===== src/logic/meter_ctl_pkg.sv =====
// Constants for the meter output control command interpreter
package meter_ctl_pkg;
  // Clock and timing
  localparam int CLK_HZ      = 50_000_000;
  localparam int T_SHORT_MS  = 2;   // Short turnaround window start
  localparam int T_LONG_MS   = 50;  // Long turnaround window start
  localparam int SHORT_CYC   = (T_SHORT_MS * CLK_HZ + 999) / 1000;
  localparam int LONG_CYC    = (T_LONG_MS * CLK_HZ + 999) / 1000;
  localparam int BAUD_RATE   = 9600;
  localparam int BAUD_CYC    = CLK_HZ / BAUD_RATE;
  localparam int FRAME_BITS  = 10;
  localparam int DATA_BITS   = 7;
  // Character codes
  localparam logic [7:0] CH_LF     = 8'h0a;
  localparam logic [7:0] CH_CR     = 8'h0d;
  localparam logic [7:0] CH_DOLLAR = 8'h24;
  localparam logic [7:0] CH_STAR   = 8'h2a;
  localparam logic [7:0] CH_DOT    = 8'h2e;
  localparam logic [7:0] CH_ZERO   = 8'h30;
  localparam logic [7:0] CH_WRITE  = 8'h56;
  localparam logic [7:0] CH_READ   = 8'h54;
  localparam logic [7:0] CH_RESET  = 8'h52;
  localparam logic [7:0] ID_CTRL   = 8'h4a;
  localparam logic [7:0] ID_LEVEL  = 8'h49;
  localparam logic [7:0] ID_LIM1   = 8'h45;
  localparam logic [7:0] ID_LIM4   = 8'h48;
  // Control/status field positions
  localparam int CS_LIM_LSB  = 0;
  localparam int CS_MANUAL   = 4;
  localparam int CS_SENSOR   = 6;
  // Analog level
  localparam int            LEVEL_W   = 12;
  localparam logic [15:0]   LEVEL_MAX = 16'h0fff;
  // Parity selection
  localparam logic [1:0] PAR_MARK = 2'h0;
  localparam logic [1:0] PAR_ODD  = 2'h1;
  localparam logic [1:0] PAR_EVEN = 2'h2;
  // Reply lengths
  localparam logic [2:0] LEN_CTRL  = 3'h3;
  localparam logic [2:0] LEN_LEVEL = 3'h6;
  // Reset values
  localparam logic [3:0]         LIM_RST   = 4'h0;
  localparam logic [LEVEL_W-1:0] LEVEL_RST = 12'h000;
endpackage


===== src/logic/meter_serial_output_control.sv =====
// Serial command interpreter for the meter setpoint and analog outputs
// What this block does
// (RL1) Control bits 0..3 show limit outputs one to four, 1 means on.
// (RL2) Bit 4 set selects manual: outputs follow written bits and level.
// (RL3) Control bits 5 and 7 always read zero.
// (RL4) Control bit 6 reports sensor failure, 1 means failed.
// (RL5) In automatic mode written setpoint bits can only turn outputs off.
// (RL6) Control value is one character; LF, CR, dollar, star, dot end early.
// (RL7) Host avoids writing control values equal to terminator codes.
// (RL8) Analog level holds 0..4095, linear to output full scale.
// (RL9) Level write applies at once in manual, stored only in automatic.
// (RL10) Half duplex: commands ignored while transmitting a reply.
// (RL11) Host waits for command processing before sending the next.
// (RL12) Star terminated reads reply 50 to 100 ms after terminator.
// (RL13) Dollar terminated reads reply 2 to 50 ms after terminator.
// (RL14) Host releases its drivers within 2 ms of a dollar terminator.
// (RL15) Replyless commands execute within 2..50 ms, then accept new ones.
// (RL16) After the last reply character the receiver is ready again.
// (RL17) Every character takes ten bit periods.
// (RL18) Frames start with a start bit, then data LSB first.
// (RL19) Received parity ignored; sent parity is odd, even or mark.
// (RL20) At least one stop bit; line idles high; any gap allowed.
// (RL21) Write is command letter, register letter, data, terminator.
// (RL22) Control read returns outputs, mode and sensor status.
`timescale 1ns/1ps
`default_nettype none
module meter_serial_output_control
  import meter_ctl_pkg::*;
#(
  parameter int BAUD_DIV   = BAUD_CYC,
  parameter int SHORT_WAIT = SHORT_CYC,
  parameter int LONG_WAIT  = LONG_CYC
) (
  // Clock, reset, enable
  input  wire logic               clk_sys,
  input  wire logic               nrst,
  input  wire logic               ce,
  // Serial pins
  input  wire logic               rx_pin,
  output logic                    tx_pin,
  output logic                    tx_oe,
  // Configuration
  input  wire logic [1:0]         parity_sel,
  // Internal control sources
  input  wire logic [3:0]         limit_auto,
  input  wire logic [LEVEL_W-1:0] level_auto,
  input  wire logic               sensor_fail,
  // Outputs
  output logic                    first_limit_output,
  output logic                    second_limit_output,
  output logic                    third_limit_output,
  output logic                    fourth_limit_output,
  output logic [LEVEL_W-1:0]      analog_out,
  output logic                    manual_mode
);

  typedef enum logic [1:0] {ph_rx, ph_wait, ph_send} phase_e;
  typedef enum logic [2:0] {ps_idle, ps_cmd, ps_data, ps_digits,
                            ps_term} parse_e;

  function automatic logic is_term(input logic [7:0] b);
    is_term = (b == CH_LF) || (b == CH_CR) || (b == CH_DOLLAR) ||
              (b == CH_STAR) || (b == CH_DOT);
  endfunction

  function automatic logic [7:0] dec_digit(input logic [LEVEL_W-1:0] v,
                                           input int div);
    int q;
    q = (int'(v) / div) % 10;
    dec_digit = CH_ZERO + 8'(q);
  endfunction

  phase_e             ph;
  parse_e             ps;
  logic               rx_meta;
  logic               rx_s;
  logic               rx_prev;
  logic               rx_busy;
  logic [15:0]        rx_cnt;
  logic [3:0]         rx_bit;
  logic [6:0]         rx_shift;
  logic               byte_ok;
  logic [7:0]         rx_byte;
  logic [7:0]         cmd;
  logic [7:0]         reg_id;
  logic [7:0]         ctrl_data;
  logic [LEVEL_W-1:0] num;
  logic               long_term;
  logic [31:0]        wait_cnt;
  logic [2:0]         tx_idx;
  logic               tx_busy;
  logic [15:0]        tx_cnt;
  logic [3:0]         tx_left;
  logic [9:0]         tx_shift;
  logic [3:0]         man_lim;
  logic [3:0]         forced_off;
  logic [3:0]         limit;
  logic [LEVEL_W-1:0] level;

  ////////////////////////////////////////////////////////////////////////
  // Receiver

  // Two-stage synchroniser on the line
  always_ff @(posedge clk_sys or negedge nrst) begin
    if (!nrst) begin
      rx_meta <= 1'b1;
      rx_s    <= 1'b1;
      rx_prev <= 1'b1;
    end else if (ce) begin
      rx_meta <= rx_pin;
      rx_s    <= rx_meta;
      rx_prev <= rx_s;
    end
  end

  // Start only while listening; parity slot skipped
  wire rx_start = !rx_busy && rx_prev && !rx_s && (ph == ph_rx); // RL10
  wire rx_tick  = rx_busy && (rx_cnt == 16'h0000);
  wire rx_last  = rx_tick && (rx_bit == 4'(FRAME_BITS - 1));

  always_ff @(posedge clk_sys or negedge nrst) begin
    if (!nrst) begin
      rx_busy  <= 1'b0;
      rx_cnt   <= 16'h0000;
      rx_bit   <= 4'h0;
      rx_shift <= 7'h00;
      byte_ok  <= 1'b0;
      rx_byte  <= 8'h00;
    end else if (ce) begin
      byte_ok <= 1'b0;
      if (rx_start) begin
        rx_busy <= 1'b1;
        rx_cnt  <= 16'(BAUD_DIV / 2);
        rx_bit  <= 4'h0;
      end else if (rx_tick) begin
        rx_cnt <= 16'(BAUD_DIV - 1);
        rx_bit <= rx_bit + 4'h1;
        if (rx_bit == 4'h0 && rx_s) begin
          rx_busy <= 1'b0;             // False start
        end
        if (rx_bit >= 4'h1 && rx_bit <= 4'(DATA_BITS)) begin
          rx_shift <= {rx_s, rx_shift[6:1]}; // RL18
        end
        if (rx_last) begin
          rx_busy <= 1'b0;
          byte_ok <= rx_s;             // RL19 RL20
          rx_byte <= {1'b0, rx_shift};
        end
      end else if (rx_busy) begin
        rx_cnt <= rx_cnt - 16'h0001;
      end
    end
  end

  ////////////////////////////////////////////////////////////////////////
  // Command parser and sequencer

  wire       take      = byte_ok && (ph == ph_rx); // RL10
  wire       want_rep  = (cmd == CH_READ) &&
                         ((reg_id == ID_CTRL) || (reg_id == ID_LEVEL));
  wire [31:0] wait_lim = (want_rep && long_term) ? 32'(LONG_WAIT)
                                                 : 32'(SHORT_WAIT);
  wire       wait_done = (ph == ph_wait) && (wait_cnt == wait_lim - 32'h1);
  wire       rep_start = wait_done && want_rep;
  wire       exec      = wait_done && !want_rep;
  wire [15:0] prod     = 16'(num) * 16'h000a + {12'h000, rx_byte[3:0]};
  wire       is_digit  = (rx_byte >= CH_ZERO) && (rx_byte <= 8'h39);
  wire [2:0] rep_len   = (reg_id == ID_CTRL) ? LEN_CTRL : LEN_LEVEL;
  wire       tx_start  = (ph == ph_send) && !tx_busy && (tx_idx < rep_len);
  wire       rep_end   = (ph == ph_send) && !tx_busy && (tx_idx == rep_len);

  always_ff @(posedge clk_sys or negedge nrst) begin
    if (!nrst) begin
      ph        <= ph_rx;
      ps        <= ps_idle;
      cmd       <= 8'h00;
      reg_id    <= 8'h00;
      ctrl_data <= 8'h00;
      num       <= LEVEL_RST;
      long_term <= 1'b0;
      wait_cnt  <= 32'h0;
      tx_idx    <= 3'h0;
    end else if (ce) begin
      if (take && is_term(rx_byte)) begin
        if (ps == ps_digits || ps == ps_term) begin
          ph        <= ph_wait;                  // RL21
          long_term <= (rx_byte != CH_DOLLAR);   // RL12 RL13
          wait_cnt  <= 32'h0;
        end
        ps <= ps_idle;                           // RL6
      end else if (take) begin
        unique case (ps)
          ps_idle: begin
            if (rx_byte == CH_WRITE || rx_byte == CH_READ ||
                rx_byte == CH_RESET) begin
              cmd <= rx_byte;
              ps  <= ps_cmd;
            end
          end
          ps_cmd: begin
            reg_id <= rx_byte;
            num    <= LEVEL_RST;
            if (cmd == CH_WRITE && rx_byte == ID_CTRL) begin
              ps <= ps_data;
            end else if (cmd == CH_WRITE && rx_byte == ID_LEVEL) begin
              ps <= ps_digits;
            end else begin
              ps <= ps_term;
            end
          end
          ps_data: begin
            ctrl_data <= rx_byte;                // RL6
            ps        <= ps_term;
          end
          ps_digits: begin
            if (is_digit) begin                  // RL8
              num <= (prod > LEVEL_MAX) ? LEVEL_W'(LEVEL_MAX)
                                        : prod[LEVEL_W-1:0];
            end
          end
          ps_term: begin
          end
        endcase
      end
      if (ph == ph_wait) begin
        wait_cnt <= wait_cnt + 32'h1;
      end
      if (rep_start) begin
        ph     <= ph_send;
        tx_idx <= 3'h0;
      end
      if (exec) begin
        ph <= ph_rx;                             // RL15
      end
      if (tx_start) begin
        tx_idx <= tx_idx + 3'h1;
      end
      if (rep_end) begin
        ph <= ph_rx;                             // RL16
      end
    end
  end

  ////////////////////////////////////////////////////////////////////////
  // Output control state

  wire [3:0] reset_one = (exec && cmd == CH_RESET && reg_id >= ID_LIM1 &&
                          reg_id <= ID_LIM4)
                         ? 4'(4'h1 << 2'(reg_id - ID_LIM1)) : 4'h0;
  wire       ctrl_wr   = exec && (cmd == CH_WRITE) && (reg_id == ID_CTRL);
  wire       level_wr  = exec && (cmd == CH_WRITE) && (reg_id == ID_LEVEL);
  wire [3:0] auto_off  = (ctrl_wr && !manual_mode) ? ~ctrl_data[3:0]
                                                   : 4'h0; // RL5
  wire [7:0] ctrl_read = {1'b0, sensor_fail, 1'b0, manual_mode,
                          limit};                  // RL1 RL3 RL4 RL22

  always_ff @(posedge clk_sys or negedge nrst) begin
    if (!nrst) begin
      manual_mode <= 1'b0;
      man_lim     <= LIM_RST;
      forced_off  <= LIM_RST;
      limit       <= LIM_RST;
      level       <= LEVEL_RST;
      analog_out  <= LEVEL_RST;
    end else if (ce) begin
      if (ctrl_wr) begin
        manual_mode <= ctrl_data[CS_MANUAL];              // RL2
        if (ctrl_data[CS_MANUAL]) begin
          man_lim <= ctrl_data[CS_LIM_LSB +: 4];
        end
      end else if (manual_mode) begin
        man_lim <= man_lim & ~reset_one;
      end
      // Set wins over re-arm by the internal source
      forced_off <= (forced_off & limit_auto) | auto_off |
                    (manual_mode ? 4'h0 : reset_one);     // RL5
      limit      <= manual_mode ? man_lim
                                : (limit_auto & ~forced_off); // RL2
      if (level_wr) begin
        level <= num;                                     // RL8
      end
      analog_out <= manual_mode ? level : level_auto;     // RL9
    end
  end

  assign first_limit_output  = limit[0];
  assign second_limit_output = limit[1];
  assign third_limit_output  = limit[2];
  assign fourth_limit_output = limit[3];

  ////////////////////////////////////////////////////////////////////////
  // Transmitter

  wire [7:0] rep_char =
    (reg_id == ID_CTRL) ?
      ((tx_idx == 3'h0) ? ctrl_read : (tx_idx == 3'h1) ? CH_CR : CH_LF) :
      ((tx_idx == 3'h0) ? dec_digit(level, 1000) :
       (tx_idx == 3'h1) ? dec_digit(level, 100) :
       (tx_idx == 3'h2) ? dec_digit(level, 10) :
       (tx_idx == 3'h3) ? dec_digit(level, 1) :
       (tx_idx == 3'h4) ? CH_CR : CH_LF);
  wire par_bit = (parity_sel == PAR_ODD)  ? ~^rep_char[6:0] :
                 (parity_sel == PAR_EVEN) ?  ^rep_char[6:0] : 1'b1; // RL19

  always_ff @(posedge clk_sys or negedge nrst) begin
    if (!nrst) begin
      tx_busy  <= 1'b0;
      tx_cnt   <= 16'h0000;
      tx_left  <= 4'h0;
      tx_shift <= 10'h3ff;
    end else if (ce) begin
      if (tx_start) begin
        tx_busy  <= 1'b1;
        tx_cnt   <= 16'(BAUD_DIV - 1);
        tx_left  <= 4'(FRAME_BITS - 1);                   // RL17
        tx_shift <= {1'b1, par_bit, rep_char[6:0], 1'b0}; // RL18 RL20
      end else if (tx_busy) begin
        if (tx_cnt == 16'h0000) begin
          tx_cnt   <= 16'(BAUD_DIV - 1);
          tx_shift <= {1'b1, tx_shift[9:1]};
          tx_left  <= tx_left - 4'h1;
          if (tx_left == 4'h0) begin
            tx_busy <= 1'b0;
          end
        end else begin
          tx_cnt <= tx_cnt - 16'h0001;
        end
      end
    end
  end

  assign tx_pin = tx_busy ? tx_shift[0] : 1'b1;  // RL20
  assign tx_oe  = (ph == ph_send);

  // First character of a control read is being launched
  wire ctrl_first = tx_start && (reg_id == ID_CTRL) && (tx_idx == 3'h0);
endmodule
`default_nettype wire


===== config.mk =====
export PLATFORM = sky130hd
export DESIGN_NAME = meter_serial_output_control
export DESIGN_NICKNAME = d
export VERILOG_FILES = /design/src/logic/meter_ctl_pkg.sv /design/src/logic/meter_serial_output_control.sv
export SDC_FILE = /design/constraint.sdc
export NUM_CORES = 1
export LEC_CHECK = 0
export ABC_CLOCK_PERIOD_IN_PS = 7600
export BUFFER_PORTS_ARGS = -buffer_cell sky130_fd_sc_hd__buf_2
export CORE_MARGIN = 2
export CORE_UTILIZATION = 45
export DETAILED_ROUTE_END_ITERATION = 6
export HOLD_SLACK_MARGIN = 0.05
export MAX_ROUTING_LAYER = met4
export PLACE_DENSITY = 0.67
export SKIP_LAST_GASP = 1
export SLEW_MARGIN = 30
export SYNTH_ARGS = -nofsm -noshare
export SYNTH_HDL_FRONTEND = slang
export SYNTH_SLANG_ARGS = --single-unit

===== constraint.sdc =====
create_clock -name clk_sys -period 7.6 [get_ports clk_sys]
set_clock_uncertainty 0.2 [all_clocks]
set_input_delay 1.52 -clock clk_sys [delete_from_list [all_inputs] [get_ports clk_sys]]
set_output_delay 1.52 -clock clk_sys [all_outputs]
set_load 0.02 [all_outputs]

==> impl_metrics.tcl <==
set metrics [dict create \
    initial_antenna_violation_count 0 \
    status "complete, no violations" \
    comb_power_share 0.370 \
    ioPinCount 42 \
    die-width_um 182 \
    starting_density_of_the_core 0.455 \
    power.static_leakage_nw 6.91 \
    placed_cell_area_um2 15200 \
    port_buffers 41 \
    ys_async_sr_fraction 1.00 \
    most_repeated_cell_in_the_gate_level_netlist_after_synthesis "sky130_fd_sc_hd__nor2_1" \
    layout.cell_area.non_filler_um2 16400 \
    first_iter_violations 1234 \
    worst-endpoint-arrival_ps 7570 \
    clkLatencyLatePin_ps 450 \
    clockBufferDepth 2 \
    placed_wire_length_estimate_after_detailed_placement_um 26600 \
    final_cell_count_no_fill 2237 \
    swShare 0.364 \
    global_route.usage.total 0.230 \
    max-cap-violations 0 \
    worst_setup_path_end_kind "flop" \
    cts_num_sinks 178 \
    grt_start_max_net_pins 105 \
    tightestPinTransition_ps 814 \
    hold_viol 0 \
    drt_pass1_iterations 5 \
    timing.hold.worst.start "tx_shift[0]" \
    setup_total_neg_slack_ps 0 \
    count_of_hold_fix_buffers_inserted_at_cts 0 \
    globalRoute.totalOverflow 0 \
    final_layout_size_suffix_gt1_frac 0.184 \
    grt_pass1_vias 12571 \
    worst_r2r_path_depth 32 \
    routed_wire_length_per_instance_um 16.7 \
    cts_made_buffers 17 \
    post_synth_inst_count 1760 \
    worstSetupPathType "reg -> reg" \
    required_ps 7770 \
    timing.hold.worst_endpoint "tx_shift[0]" \
    critPathTopFamily "compound AO/OA/AOI/OAI gates" \
    critical-path-max-stage-delay_ps 400 \
    synth.cells.most_frequent "sky130_fd_sc_hd__nor2_1, sky130_fd_sc_hd__nand2_1, sky130_fd_sc_hd__dfrtp_1, sky130_fd_sc_hd__o21ai_0, sky130_fd_sc_hd__a21oi_1" \
    cell_depth_of_the_worst_min_delay_path 2 \
    relative_contribution_of_the_clock_network_to_total_power 0.283 \
    synth_area_leaders "sky130_fd_sc_hd__dfrtp_1, sky130_fd_sc_hd__nor2_1, sky130_fd_sc_hd__o21ai_0" \
    fmax_mhz 135 \
    drt_drc_violations_left 0 \
    share_seq_of_total_power 0.347 \
    reg2reg_from "level[9]" \
    ys_seq_area_frac 0.313 \
    power_per_standard_cell_area_nw_per_um2 179 \
    ff2ff_setup_slack_ps 190 \
    fin_crit_sh 0.974 \
    power.internal_mw 1.87 \
    cts_root_buf "sky130_fd_sc_hd__clkbuf_16" \
    placementRows 65 \
    synth-seq-cells 178 \
    viasPerCell 6.05 \
    critical_path.reg2reg.endpoint "tx_shift[8]" \
    synth_edf_count 0 \
    post-synth-top-area-fraction 0.291 \
    startpoint_type "flop" \
    min_path_type "reg -> reg" \
    ys.warnings.count 0 \
    worst_path_max_delay_cell "sky130_fd_sc_hd__dfrtp_1" \
    post-layout-total-power_mw 2.94 \
    route.vias.total 13534 \
    syn_area_um2 14300 \
    grt_setup_unrepaired "yes" \
    die_height_um 182 \
    antennaDiodeCount 0 \
    antenna_violation_net_count_after_detailed_routing 0 \
    post_layout_net_count 1900 \
    vdd.ir_drop.worst_v 0.000169 \
    slew_headroom 0.453 \
    fin_util 0.522 \
    path_clk_slew_ps 70 \
    yosys.area.top_type "sky130_fd_sc_hd__dfrtp_1" \
    post_synth_num_cell_types 106 \
    period_minus_slack_ps 7410 \
    avgSynthCellArea_um2 8.12 \
    place.gp.congestion 0.961 \
    first_pass_grt_wire_length_um 61800 \
    area.growth.synth_to_final_pct 14.8 \
    yosys_most_used_dff "sky130_fd_sc_hd__dfrtp_1" \
    cts_htree_levels 4 \
    floorplan.die_area_um2 33200 \
    critical_path_peak_fanout 6 \
    final-setup-viol-count 0 \
    critPathBufInv 2 \
    tritoncts "built" \
    cp.depth 32 \
    numPlacedInstances 2185 \
    fillers 2941 \
    net-switching-power_mw 1.07 \
    drv_slew 0 \
    synthesis.nets 1838 \
    floorplan.core_area_um2 31400 \
    wirelength_um 37300 \
]
[worst max path at each step]
stage	start	endpoint	slack [ps]
2_1_floorplan	level[9]	tx_shift[8]	180
3_3_place_gp	level[10]	tx_shift[8]	180
3_5_place_dp	level[10]	tx_shift[8]	-30
4_1_cts	level[10]	tx_shift[8]	7
5_1_grt	level[9]	tx_shift[8]	-190
6_report	level[9]	tx_shift[8]	190
[flip-flops by register name, indices dropped and copies added, names as in the netlist, 5 cells and up]
signal / count
tx_cnt: 16
ctrl_data: 5
rx_byte: 7
rx_cnt: 16
cmd: 7
rx_shift: 7
level: 12
wait_cnt: 32
num: 12
analog_out: 12
tx_shift: 9
reg_id: 7
[layer usage]
layer / track usage / up-vias / wire length (µm)
met5: - / - / 0
met4: 0.0677 / 0 / 604
met3: 0.0331 / 55 / 1680
met2: 0.359 / 375 / 17700
met1: 0.313 / 6512 / 17400
li1: - / 6592 / -
[metrics by stage]
| step | hold WS, ps | setup WS [ps] |
|---|---|---|
| after floorplan | 230 | 177 |
| after global placement | 242 | 179 |
| after detailed placement | 249 | -32.5 |
| after CTS | 269 | 7.25 |
| after global routing | 290 | -188 |
| final | 273 | 195 |
[placed cells by master, fill, tap and decap left out, types with 30 or more instances in the layout]
master and count:
sky130_fd_sc_hd__o21ai_0 132, sky130_fd_sc_hd__buf_2 40, sky130_fd_sc_hd__nor2_1 189, sky130_fd_sc_hd__xnor2_1 42
sky130_fd_sc_hd__inv_1 46, sky130_fd_sc_hd__nand2_1 173, sky130_fd_sc_hd__dfrtp_1 166, sky130_fd_sc_hd__xor2_1 30
sky130_fd_sc_hd__nor3_1 52, sky130_fd_sc_hd__mux2_2 39, sky130_fd_sc_hd__buf_4 86, sky130_fd_sc_hd__a21oi_1 110
sky130_fd_sc_hd__ha_1 50, sky130_fd_sc_hd__nand3_1 65
[kinds of logic (layout without fill, tap and decap cells)]
| group | Yosys count | after routing | synth area share |
|---|---|---|---|
| compound gates | 503 | 503 | 0.234 |
| xor+xnor | 77 | 77 | 0.0472 |
| mux | 71 | 71 | 0.0547 |
| flops | 178 | 178 | 0.313 |
| simple gates | 728 | 728 | 0.256 |
| fa+ha+maj | 60 | 60 | 0.0527 |
| buf+inv | 143 | 218 | 0.0421 |
[final cells by class]
cell class | count | area, µm² | share of cell area
Tap cell | 402 | 503 | 0.0307
Timing Repair Buffer | 133 | 931 | 0.0568
Inverter | 53 | 203 | 0.0124
Sequential cell | 178 | 4470 | 0.273
Clock inverter | 14 | 123 | 0.00748
Multi-Input combinational cell | 1439 | 9740 | 0.594
Clock buffer | 18 | 429 | 0.0262
[power by group through the flow]
stage          registers [mW]  clock network [mW]  logic [mW]
6_report                 1.02               0.832        1.09
4_1_cts                  1.02               0.850       0.954
3_3_place_gp             1.03                   0       0.932
5_1_grt                  1.02               0.888        1.19
2_1_floorplan            1.04                   0       0.681
3_5_place_dp             1.04                   0       0.944
[tightest hold or removal path: stages (launching register included)]
cell and delay, ps:
sky130_fd_sc_hd__dfstp_2 370, sky130_fd_sc_hd__nand2_1 60, sky130_fd_sc_hd__nand2_1 50
[what timing repair did]
| action | in CTS | in global routing |
|---|---|---|
| pin swaps | 4 | 50 |
| buffers inserted | 0 | 20 |
| gates cloned | 0 | 1 |
| endpoints found under the setup margin | 1 | 3 |
| resized for setup | 7 | 95 |
Note: power is estimated with default switching activity, not from simulation.
